### src/verilog/urxbf_pkg.sv
// urxbf_pkg: constants, register map, field layout and state type for the receive buffer block.
// assumes one 250 MHz system clock, APB register access and an 8-bit data path with a 5..8 bit character.
//
// Notes on behaviour
// - complete flag set while buffer unread
// - disabling receiver empties the buffer
// - level interrupt while flag and enables set
// - data read pops oldest character
// - error flags stored per buffer entry
// - writes to error flag bits ignored
// - error flags never raise interrupts
// - frame error shows first stop bit
// - only first stop bit is checked
// - overrun on full buffer, waiting character, start
// - overrun flag cleared by successful transfer
// - parity error zero when checking disabled
// - parity enable and odd/even select
// - parity compared, result stored in entry
// - parity flag uses enable at reception
// - disabling receiver aborts reception immediately
// - disabled receiver releases the input pin
// - read frees buffer location at once
// - clock and data recovery with filtering
// - sixteen or eight samples per bit
// - start bit voted on centre samples
// - every bit majority of centre samples
// - unused upper data bits read zero
package urxbf_pkg;

    // apb address width and register offsets (byte addresses)
    localparam int unsigned ADDR_W = 12;
    localparam logic [11:0] OFS_DATA = 12'h000;
    localparam logic [11:0] OFS_STA = 12'h004;
    localparam logic [11:0] OFS_CTB = 12'h008;
    localparam logic [11:0] OFS_CTC = 12'h00C;
    localparam logic [11:0] OFS_BAUD = 12'h010;

    // ctrl_status_a bit positions
    localparam int unsigned STA_RXC = 7;
    localparam int unsigned STA_FERR = 4;
    localparam int unsigned STA_OVR = 3;
    localparam int unsigned STA_PERR = 2;
    localparam int unsigned STA_DSPD = 1;
    // ctrl_status_b bit positions
    localparam int unsigned CTB_IRQEN = 7;
    localparam int unsigned CTB_RXON = 4;
    // ctrl_status_c bit positions
    localparam int unsigned CTC_PAREN = 5;
    localparam int unsigned CTC_PARODD = 4;
    localparam int unsigned CTC_STOP2 = 3;
    localparam int unsigned CTC_SZ_LO = 1;

    // reset values
    localparam logic [7:0] CTB_RST = 8'h00;
    localparam logic [7:0] CTC_RST = 8'h06;
    localparam logic [11:0] BAUD_RST = 12'h000;

    // buffer entry layout: data, then stop, overrun, parity status
    localparam int unsigned ENT_W = 11;
    localparam int unsigned ENT_FERR = 8;
    localparam int unsigned ENT_OVR = 9;
    localparam int unsigned ENT_PERR = 10;
    localparam int unsigned BUF_DEPTH = 2;

    // oversampling: samples per bit and centre sample
    localparam logic [4:0] SMP_NORM = 5'h10;
    localparam logic [4:0] SMP_DBL = 5'h08;
    localparam logic [4:0] MID_NORM = 5'h09;
    localparam logic [4:0] MID_DBL = 5'h05;
    localparam logic [2:0] MIN_CHAR = 3'h5;

    // receive state machine
    typedef enum logic [2:0] {
        URXBF_IDLE = 3'b000,
        URXBF_START = 3'b001,
        URXBF_DATA = 3'b010,
        URXBF_PAR = 3'b011,
        URXBF_STOP = 3'b100
    } urxbf_state_e;

endpackage : urxbf_pkg

### src/verilog/urxbf_top.sv
// urxbf_top: serial receiver front end, two-entry receive buffer with per-frame flags, apb slave.
// assumes the serial line is synchronous to mclk_i and an apb master on the same clock.
`timescale 1ns/100ps
module urxbf_top (
    // clock and reset
    input wire logic mclk_i,
    input wire logic rst_n_i,
    // apb slave
    input wire logic psel_i,
    input wire logic penable_i,
    input wire logic pwrite_i,
    input wire logic [urxbf_pkg::ADDR_W-1:0] paddr_i,
    input wire logic [31:0] pwdata_i,
    output logic [31:0] prdata_o,
    output logic pready_o,
    output logic pslverr_o,
    // serial line and pin control
    input wire logic rxd_i,
    output logic rxd_override_o,
    // interrupt
    input wire logic global_irq_en_i,
    output logic rx_irq_o
);
    import urxbf_pkg::*;

    // majority of three samples, used by voting and the assertions
    function automatic logic maj3(input logic [2:0] s);
        maj3 = (s[0] & s[1]) | (s[0] & s[2]) | (s[1] & s[2]);
    endfunction : maj3

    ////////////////////////////////////////////////////////////////////////////
    // registers and state
    logic [7:0] ctb_q; // receiver enable, irq enable
    logic [7:0] ctc_q; // parity, stop count, char size
    logic dspd_q; // double speed select
    logic [11:0] baud_q; // sample tick divisor
    logic [11:0] div_q; // divider counter
    logic pready_q; // apb answer
    logic pslverr_q; // apb error
    logic [31:0] prdata_q; // latched read data
    urxbf_state_e st_q; // receive state
    logic [4:0] smp_q; // sample number inside a bit
    logic [2:0] bit_q; // data bit index
    logic [2:0] vote_q; // centre samples
    logic prev_q; // line level at previous tick
    logic [7:0] shf_q; // character being assembled
    logic fe_q; // stop bit status of assembled frame
    logic pbit_q; // received parity bit
    logic par_en_q; // parity enable captured at frame start
    logic [ENT_W-1:0] hold_q; // finished frame waiting for room
    logic hold_v_q; // hold register occupied
    logic dor_pend_q; // frames lost since last transfer
    logic [ENT_W-1:0] buf_q [BUF_DEPTH]; // receive buffer
    logic wr_q; // write pointer
    logic rd_q; // read pointer
    logic [1:0] cnt_q; // stored entries

    ////////////////////////////////////////////////////////////////////////////
    // decoding and selection
    wire rx_on = ctb_q[CTB_RXON];
    wire irq_on = ctb_q[CTB_IRQEN];
    wire par_on = ctc_q[CTC_PAREN];
    wire par_odd = ctc_q[CTC_PARODD];
    wire [2:0] nbits = MIN_CHAR + {1'b0, ctc_q[CTC_SZ_LO+1:CTC_SZ_LO]};
    wire [4:0] smp_n = dspd_q ? SMP_DBL : SMP_NORM;
    wire [4:0] smp_mid = dspd_q ? MID_DBL : MID_NORM;
    wire tick = (div_q == 12'h000);
    wire [2:0] vset = {vote_q[1:0], rxd_i};
    // smp_q trails the sample number by one, so the vote closes on the last centre sample
    wire decide = tick && (smp_q == smp_mid);
    wire voted = maj3(vset);
    wire bit_end = tick && (smp_q == smp_n);
    wire start_edge = tick && rx_on && (st_q == URXBF_IDLE) && prev_q && !rxd_i;
    wire start_ok = decide && (st_q == URXBF_START) && !voted;
    wire frame_done = decide && (st_q == URXBF_STOP);
    wire last_bit = (bit_q == nbits - 3'h1);
    wire par_bad = par_en_q && ((^shf_q ^ pbit_q) != par_odd);
    wire [ENT_W-1:0] new_ent = {par_bad, 1'b0, !voted, shf_q};
    wire acc = psel_i && penable_i && pready_q;
    wire rd_data = acc && !pwrite_i && (paddr_i == OFS_DATA);
    wire wr_en = acc && pwrite_i;
    wire rxc = (cnt_q != 2'h0);
    wire pop = rd_data && rxc;
    wire full = (cnt_q == 2'(BUF_DEPTH));
    wire room = !full || pop;
    wire push = hold_v_q && room;
    wire overrun = start_edge && full && hold_v_q;
    wire [ENT_W-1:0] head = rxc ? buf_q[rd_q] : '0;
    wire [7:0] sta_rd = {rxc, 2'b00, head[ENT_FERR], head[ENT_OVR], head[ENT_PERR], dspd_q, 1'b0};
    wire mapped = (paddr_i == OFS_DATA) || (paddr_i == OFS_STA) || (paddr_i == OFS_CTB)
        || (paddr_i == OFS_CTC) || (paddr_i == OFS_BAUD);
    logic [31:0] rd_mux;

    // read multiplexer; the data word keeps unused upper bits at zero
    always_comb begin
        rd_mux = 32'h0000_0000;
        unique case (paddr_i)
            OFS_DATA: rd_mux = {24'h000000, head[7:0]};
            OFS_STA: rd_mux = {24'h000000, sta_rd};
            OFS_CTB: rd_mux = {24'h000000, ctb_q};
            OFS_CTC: rd_mux = {24'h000000, ctc_q};
            OFS_BAUD: rd_mux = {20'h00000, baud_q};
            default: rd_mux = 32'h0000_0000;
        endcase
    end

    ////////////////////////////////////////////////////////////////////////////
    // apb slave: one wait cycle, read data latched before the completing edge
    always_ff @(posedge mclk_i or negedge rst_n_i) begin
        if (!rst_n_i) begin
            pready_q <= 1'b0;
            pslverr_q <= 1'b0;
            prdata_q <= 32'h0000_0000;
        end else if (psel_i && penable_i && !pready_q) begin
            pready_q <= 1'b1;
            pslverr_q <= !mapped;
            prdata_q <= rd_mux;
        end else begin
            pready_q <= 1'b0;
            pslverr_q <= 1'b0;
        end
    end

    // software registers; status write touches only the speed bit
    always_ff @(posedge mclk_i or negedge rst_n_i) begin
        if (!rst_n_i) begin
            ctb_q <= CTB_RST;
            ctc_q <= CTC_RST;
            dspd_q <= 1'b0;
            baud_q <= BAUD_RST;
        end else if (wr_en) begin
            if (paddr_i == OFS_CTB) begin
                ctb_q <= pwdata_i[7:0];
            end
            if (paddr_i == OFS_CTC) begin
                ctc_q <= pwdata_i[7:0];
            end
            if (paddr_i == OFS_STA) begin
                dspd_q <= pwdata_i[STA_DSPD];
            end
            if (paddr_i == OFS_BAUD) begin
                baud_q <= pwdata_i[11:0];
            end
        end
    end

    ////////////////////////////////////////////////////////////////////////////
    // sample tick divider; free-running, reloads from baud_q at each tick and while the receiver is off
    always_ff @(posedge mclk_i or negedge rst_n_i) begin
        if (!rst_n_i) begin
            div_q <= 12'h000;
        end else if (tick || !rx_on) begin
            div_q <= baud_q;
        end else begin
            div_q <= div_q - 12'h001;
        end
    end

    // receive state machine; disable drops any frame in progress
    always_ff @(posedge mclk_i or negedge rst_n_i) begin
        if (!rst_n_i) begin
            st_q <= URXBF_IDLE;
            smp_q <= 5'h00;
            bit_q <= 3'h0;
            vote_q <= 3'h0;
            prev_q <= 1'b0;
            shf_q <= 8'h00;
            fe_q <= 1'b0;
            pbit_q <= 1'b0;
            par_en_q <= 1'b0;
        end else if (!rx_on) begin
            st_q <= URXBF_IDLE;
            smp_q <= 5'h00;
            prev_q <= 1'b0;
        end else if (tick) begin
            prev_q <= rxd_i;
            vote_q <= vset;
            smp_q <= bit_end ? 5'h01 : smp_q + 5'h01;
            unique case (st_q)
                URXBF_IDLE: begin
                    if (start_edge) begin
                        st_q <= URXBF_START;
                        smp_q <= 5'h01;
                        shf_q <= 8'h00;
                        par_en_q <= par_on;
                    end
                end
                URXBF_START: begin
                    if (decide && voted) begin
                        st_q <= URXBF_IDLE;
                    end else if (bit_end) begin
                        st_q <= URXBF_DATA;
                        bit_q <= 3'h0;
                    end
                end
                URXBF_DATA: begin
                    if (decide) begin
                        shf_q[bit_q] <= voted;
                    end
                    if (bit_end) begin
                        bit_q <= bit_q + 3'h1;
                        if (last_bit) begin
                            st_q <= par_en_q ? URXBF_PAR : URXBF_STOP;
                        end
                    end
                end
                URXBF_PAR: begin
                    if (decide) begin
                        pbit_q <= voted;
                    end
                    if (bit_end) begin
                        st_q <= URXBF_STOP;
                    end
                end
                URXBF_STOP: begin
                    if (decide) begin
                        fe_q <= !voted;
                        st_q <= URXBF_IDLE;
                    end
                end
            endcase
        end
    end

    ////////////////////////////////////////////////////////////////////////////
    // shift hold stage and lost-frame tracking; a new frame overwrites a waiting one
    always_ff @(posedge mclk_i or negedge rst_n_i) begin
        if (!rst_n_i) begin
            hold_q <= '0;
            hold_v_q <= 1'b0;
            dor_pend_q <= 1'b0;
        end else if (!rx_on) begin
            hold_v_q <= 1'b0;
            dor_pend_q <= 1'b0;
        end else begin
            if (frame_done) begin
                hold_q <= new_ent;
                hold_v_q <= 1'b1;
            end else if (push) begin
                hold_v_q <= 1'b0;
            end
            // a loss in the transfer cycle still survives the clear
            dor_pend_q <= (dor_pend_q && !push) || overrun;
        end
    end

    // two-entry fifo; overrun is attached to the entry that follows the loss
    always_ff @(posedge mclk_i or negedge rst_n_i) begin
        if (!rst_n_i) begin
            wr_q <= 1'b0;
            rd_q <= 1'b0;
            cnt_q <= 2'h0;
        end else if (!rx_on) begin
            wr_q <= 1'b0;
            rd_q <= 1'b0;
            cnt_q <= 2'h0;
        end else begin
            if (push) begin
                wr_q <= !wr_q;
            end
            if (pop) begin
                rd_q <= !rd_q;
            end
            cnt_q <= cnt_q + 2'(push) - 2'(pop);
        end
    end

    // entry storage; no reset needed since the count guards every read
    genvar gi;
    generate
        for (gi = 0; gi < BUF_DEPTH; gi++) begin : g_ent
            always_ff @(posedge mclk_i) begin
                if (push && (wr_q == 1'(gi))) begin
                    buf_q[gi] <= {hold_q[ENT_PERR], dor_pend_q, hold_q[ENT_FERR:0]};
                end
            end
        end
    endgenerate

    ////////////////////////////////////////////////////////////////////////////
    // outputs: only the complete flag can request an interrupt
    assign rx_irq_o = irq_on && global_irq_en_i && rxc;
    assign rxd_override_o = rx_on;
    assign pready_o = pready_q;
    assign pslverr_o = pslverr_q;
    assign prdata_o = prdata_q;
endmodule : urxbf_top

### config.mk
export PLATFORM = sky130hd
export DESIGN_NAME = urxbf_top
export DESIGN_NICKNAME = d
export VERILOG_FILES = /design/src/verilog/urxbf_pkg.sv /design/src/verilog/urxbf_top.sv
export SDC_FILE = /design/constraint.sdc
export NUM_CORES = 1
export LEC_CHECK = 0
export BUFFER_PORTS_ARGS = -buffer_cell sky130_fd_sc_hd__buf_2
export CAP_MARGIN = 10
export CORE_ASPECT_RATIO = 0.75
export CORE_MARGIN = 2
export CORE_UTILIZATION = 57
export CTS_CLUSTER_SIZE = 24
export DETAILED_ROUTE_END_ITERATION = 6
export GPL_ROUTABILITY_DRIVEN = 0
export PLACE_DENSITY = 0.89
export SYNTH_ARGS = -nofsm -noshare
export SYNTH_HDL_FRONTEND = slang
export SYNTH_SLANG_ARGS = --single-unit
export TNS_END_PERCENT = 50
### constraint.sdc
create_clock -name mclk_i -period 2.5 [get_ports mclk_i]
set_input_delay 0.75 -clock mclk_i [delete_from_list [all_inputs] [get_ports mclk_i]]
set_output_delay 0.75 -clock mclk_i [all_outputs]
set_load 0.1 [all_outputs]
==> flow_summary_export.csv <==
group,metric,value,unit
floorplanning,die_x,121,microns
global_route,track_usage,28.7,%
global_route,grt_overflow,0,
synth,syn_area_per_cell,11.4,sq um
pwr,p_leak,3.16,nW
clock_network,holdBufCountCts,0,
drt,vias,4525,
clock_network,htree_levels,4,
final_layout,syn2layout_area_growth,19.9,%
worst_setup_path,cp.arrival,2690,ps
drt,firstDrtPassIters,5,
sta,tightest_slew,613,ps
worst_setup_path,cp.required,2800,ps
sta,hold_viol_final,0,
floorplanning,coreArea,9770,sq um
clock_network,cts_num_sinks,117,
synth,synth_cell_types,67,
clock_network,cts_buffers,17,
synth,yosysTopAreaCellShare,40.0,%
pwr,power_density,690,nW/um^2
clock_network,cts.clk_slew.worst_paths,50,ps
synth,async_reset_ff_share,81.2,%
drt,ant_nets,0,
worst_setup_path,endpoint_kind,"flop",
hold_path,hp-class,"primary input to async pin",
synth,synth_seq_area_share,52.3,%
clock_network,clk_latency,420,ps
drt,drc,0,
global_route,grt_use_met3,9.17,%
final_layout,post-route-util,71.3,%
sta,setup_violations,0,
sta,whs,351,ps
sta,slew_headroom,59.1,%
global_route,first_global_vias,4594,
sta,max_freq,418,MHz
drt,wirelength,14900,microns
sta,fin_tns_setup,0,ps
sta,finalMaxSlewViolations,0,
final_layout,diodes,0,
synth,yosysMostFrequentCell,"dfrtp_1",
worst_setup_path,cp-start-kind,"primary input",
synth,ys_ff_latch,117,
clock_network,cts_root_buf,"clkbuf_16",
final_layout,instances_no_fill,734,
status,status,"finished, final reports clean",
final_layout,drive_above_1_share,29.7,%
synth,netlist_instances,512,
floorplanning,die_height,91.5,microns
clock_network,cts_tree,"yes",
synth,synth_warnings,0,
global_route,grt_busiest_layer,"met2",
final_layout,nFillCells,629,
sta,fin_skew,10.0,ps
drt,vias_per_cell,6.16,
global_route,grt_pass1_wl,23900,microns
floorplanning,die_area,11000,sq um
synth,synth_top_flop_cell,"dfrtp_1",
drt,post_drt_wl_per_cell,20.4,microns
worst_setup_path,crit_fanout,6,
sta,period_share,95.8,%
run,maxCapViolCount,0,
global_route,use_met1,36.2,%
synth,netlist_top_cells_area,"dfrtp_1 40%, edfxtp_1 11%, mux2_2 7.7%, xnor2_1 3.0%, buf_4 2.7%",
global_route,met2_usage,46.1,%
sta,finalCriticalPeriod,2390,ps
synth,syn_area,5820,sq um
pwr,p_total,4.81,mW
placed_design,post-dp-hpwl,9970,microns
clock_network,post-cts-setup-buffers,0,
global_route,antenna_found_initial,0,
placed_design,place.port_buffers,46,
floorplanning,rows,31,
synth,synth_area_leader_cell,"dfrtp_1",
placed_design,placedCellCount,702,
final_layout,fin_nets,646,
worst_setup_path,worstSetupPathType,"primary input to flop",
sta,rsz0062_at_grt,"false",
floorplanning,io_pins,87,
floorplanning,start_util,59.5,%
drt,drt_iter0_markers,513,
synth,synth_enable_flop_cells,22,
clock_network,cts.path.max_buffers,2,
pwr,peakVddDrop,0.000515,V
global_route,grt_max_degree,48,
synth,ys_top_cells_by_count,"93 x dfrtp_1, 40 x mux2_2, 38 x nand2_1",
==> state kept, by name, indices dropped and copies added (netlist names), 2 cells and up <==
| register | count |
|---|---|
| shf_q | 8 |
| st_q | 3 |
| baud_q | 12 |
| smp_q | 5 |
| bit_q | 3 |
| hold_q | 10 |
| vote_q | 2 |
| buf_q | 22 |
| prdata_o | 12 |
| cnt_q | 2 |
| ctb_q | 8 |
| ctc_q | 8 |
| div_q | 12 |
==> power breakdown <==
part / leakage [nW] / internal [mW] / total [mW] / switching (mW)
Combinational: 1.38 / 0.0565 / 0.382 / 0.326
Clock: 0.290 / 1.61 / 2.47 / 0.858
Sequential: 1.49 / 1.95 / 1.96 / 0.00756
==> worst paths after layout <==
path                             from     endpoint  slack [ps]  cells after the start
min in group mclk_i         hold_q[7]  buf_q[1][7]         480                      0
setup reg to reg             div_q[0]     bit_q[1]         200                      7
hold reg to reg             hold_q[7]  buf_q[1][7]         480                      0
setup / recovery           paddr_i[6]     cnt_q[1]         110                     10
max in group asynchronous     rst_n_i     smp_q[3]        1490                      2
hold / removal                rst_n_i  prdata_o[3]         350                      1
==> repair_timing <==
action	CTS	global route
endpoints found under the setup margin	3	15
hold endpoints to repair	0	0
resized for setup	1	4
==> routing by layer <==
| layer | part of all wire (%) | vias up |
|---|---|---|
| met4 | 3.2 | 0 |
| li1 | - | 1992 |
| met5 | 0 | - |
| met2 | 48 | 232 |
| met3 | 8.0 | 50 |
| met1 | 41 | 2251 |
==> placed cells by master, fill, tap and decap left out, drive strengths merged, types with 10 or more instances in the layout <==
cell type   n
dfrtp      93
nor3       13
edfxtp     22
inv        10
xnor2      20
nand2      39
buf        81
conb       20
mux2       49
a21oi      13
clkbuf     22
o21ai      39
nor2       32
==> final cells by class <==
class	count	area (sq um)	share of cell area, %
clock buffers	22	464	6.66
clock inverters	10	130	1.87
inverters	11	41.3	0.592
multi-input cells	361	2610	37.4
flip-flops and latches	117	3040	43.6
well taps	132	165	2.37
repair buffers	81	520	7.47
==> worst max-delay path, stage by stage <==
cell	delay [ps]
buf_2	120
nor4_4	440
nand3b_1	160
or3_1	410
nand3b_1	100
o21ai_1	80
ha_2	190
xnor2_1	130
xnor2_1	130
and2_1	170
==> cell families (layout without fill, tap and decap cells) <==
family	after synthesis	in the layout	synth area share, %
and+or+nand+nor	153	153	14.8
DFF	117	117	52.3
AOI/OAI and AO/OA	103	103	11.5
muxes	55	55	11.5
buffers and inverters	53	124	4.95
xor gates and xnor gates	24	24	3.61
adders and majority gates	6	6	1.29
other	1	20	0.0645
==> per-stage QoR <==
step                setup slack, ps  area [sq um]
finish                          105          6970
CTS                             104          6950
global placement               -177          6350
detailed placement             -274          6350
floorplan                     -12.8          5910
global route                   22.9          6970
Power figures use the tool's default switching activity.
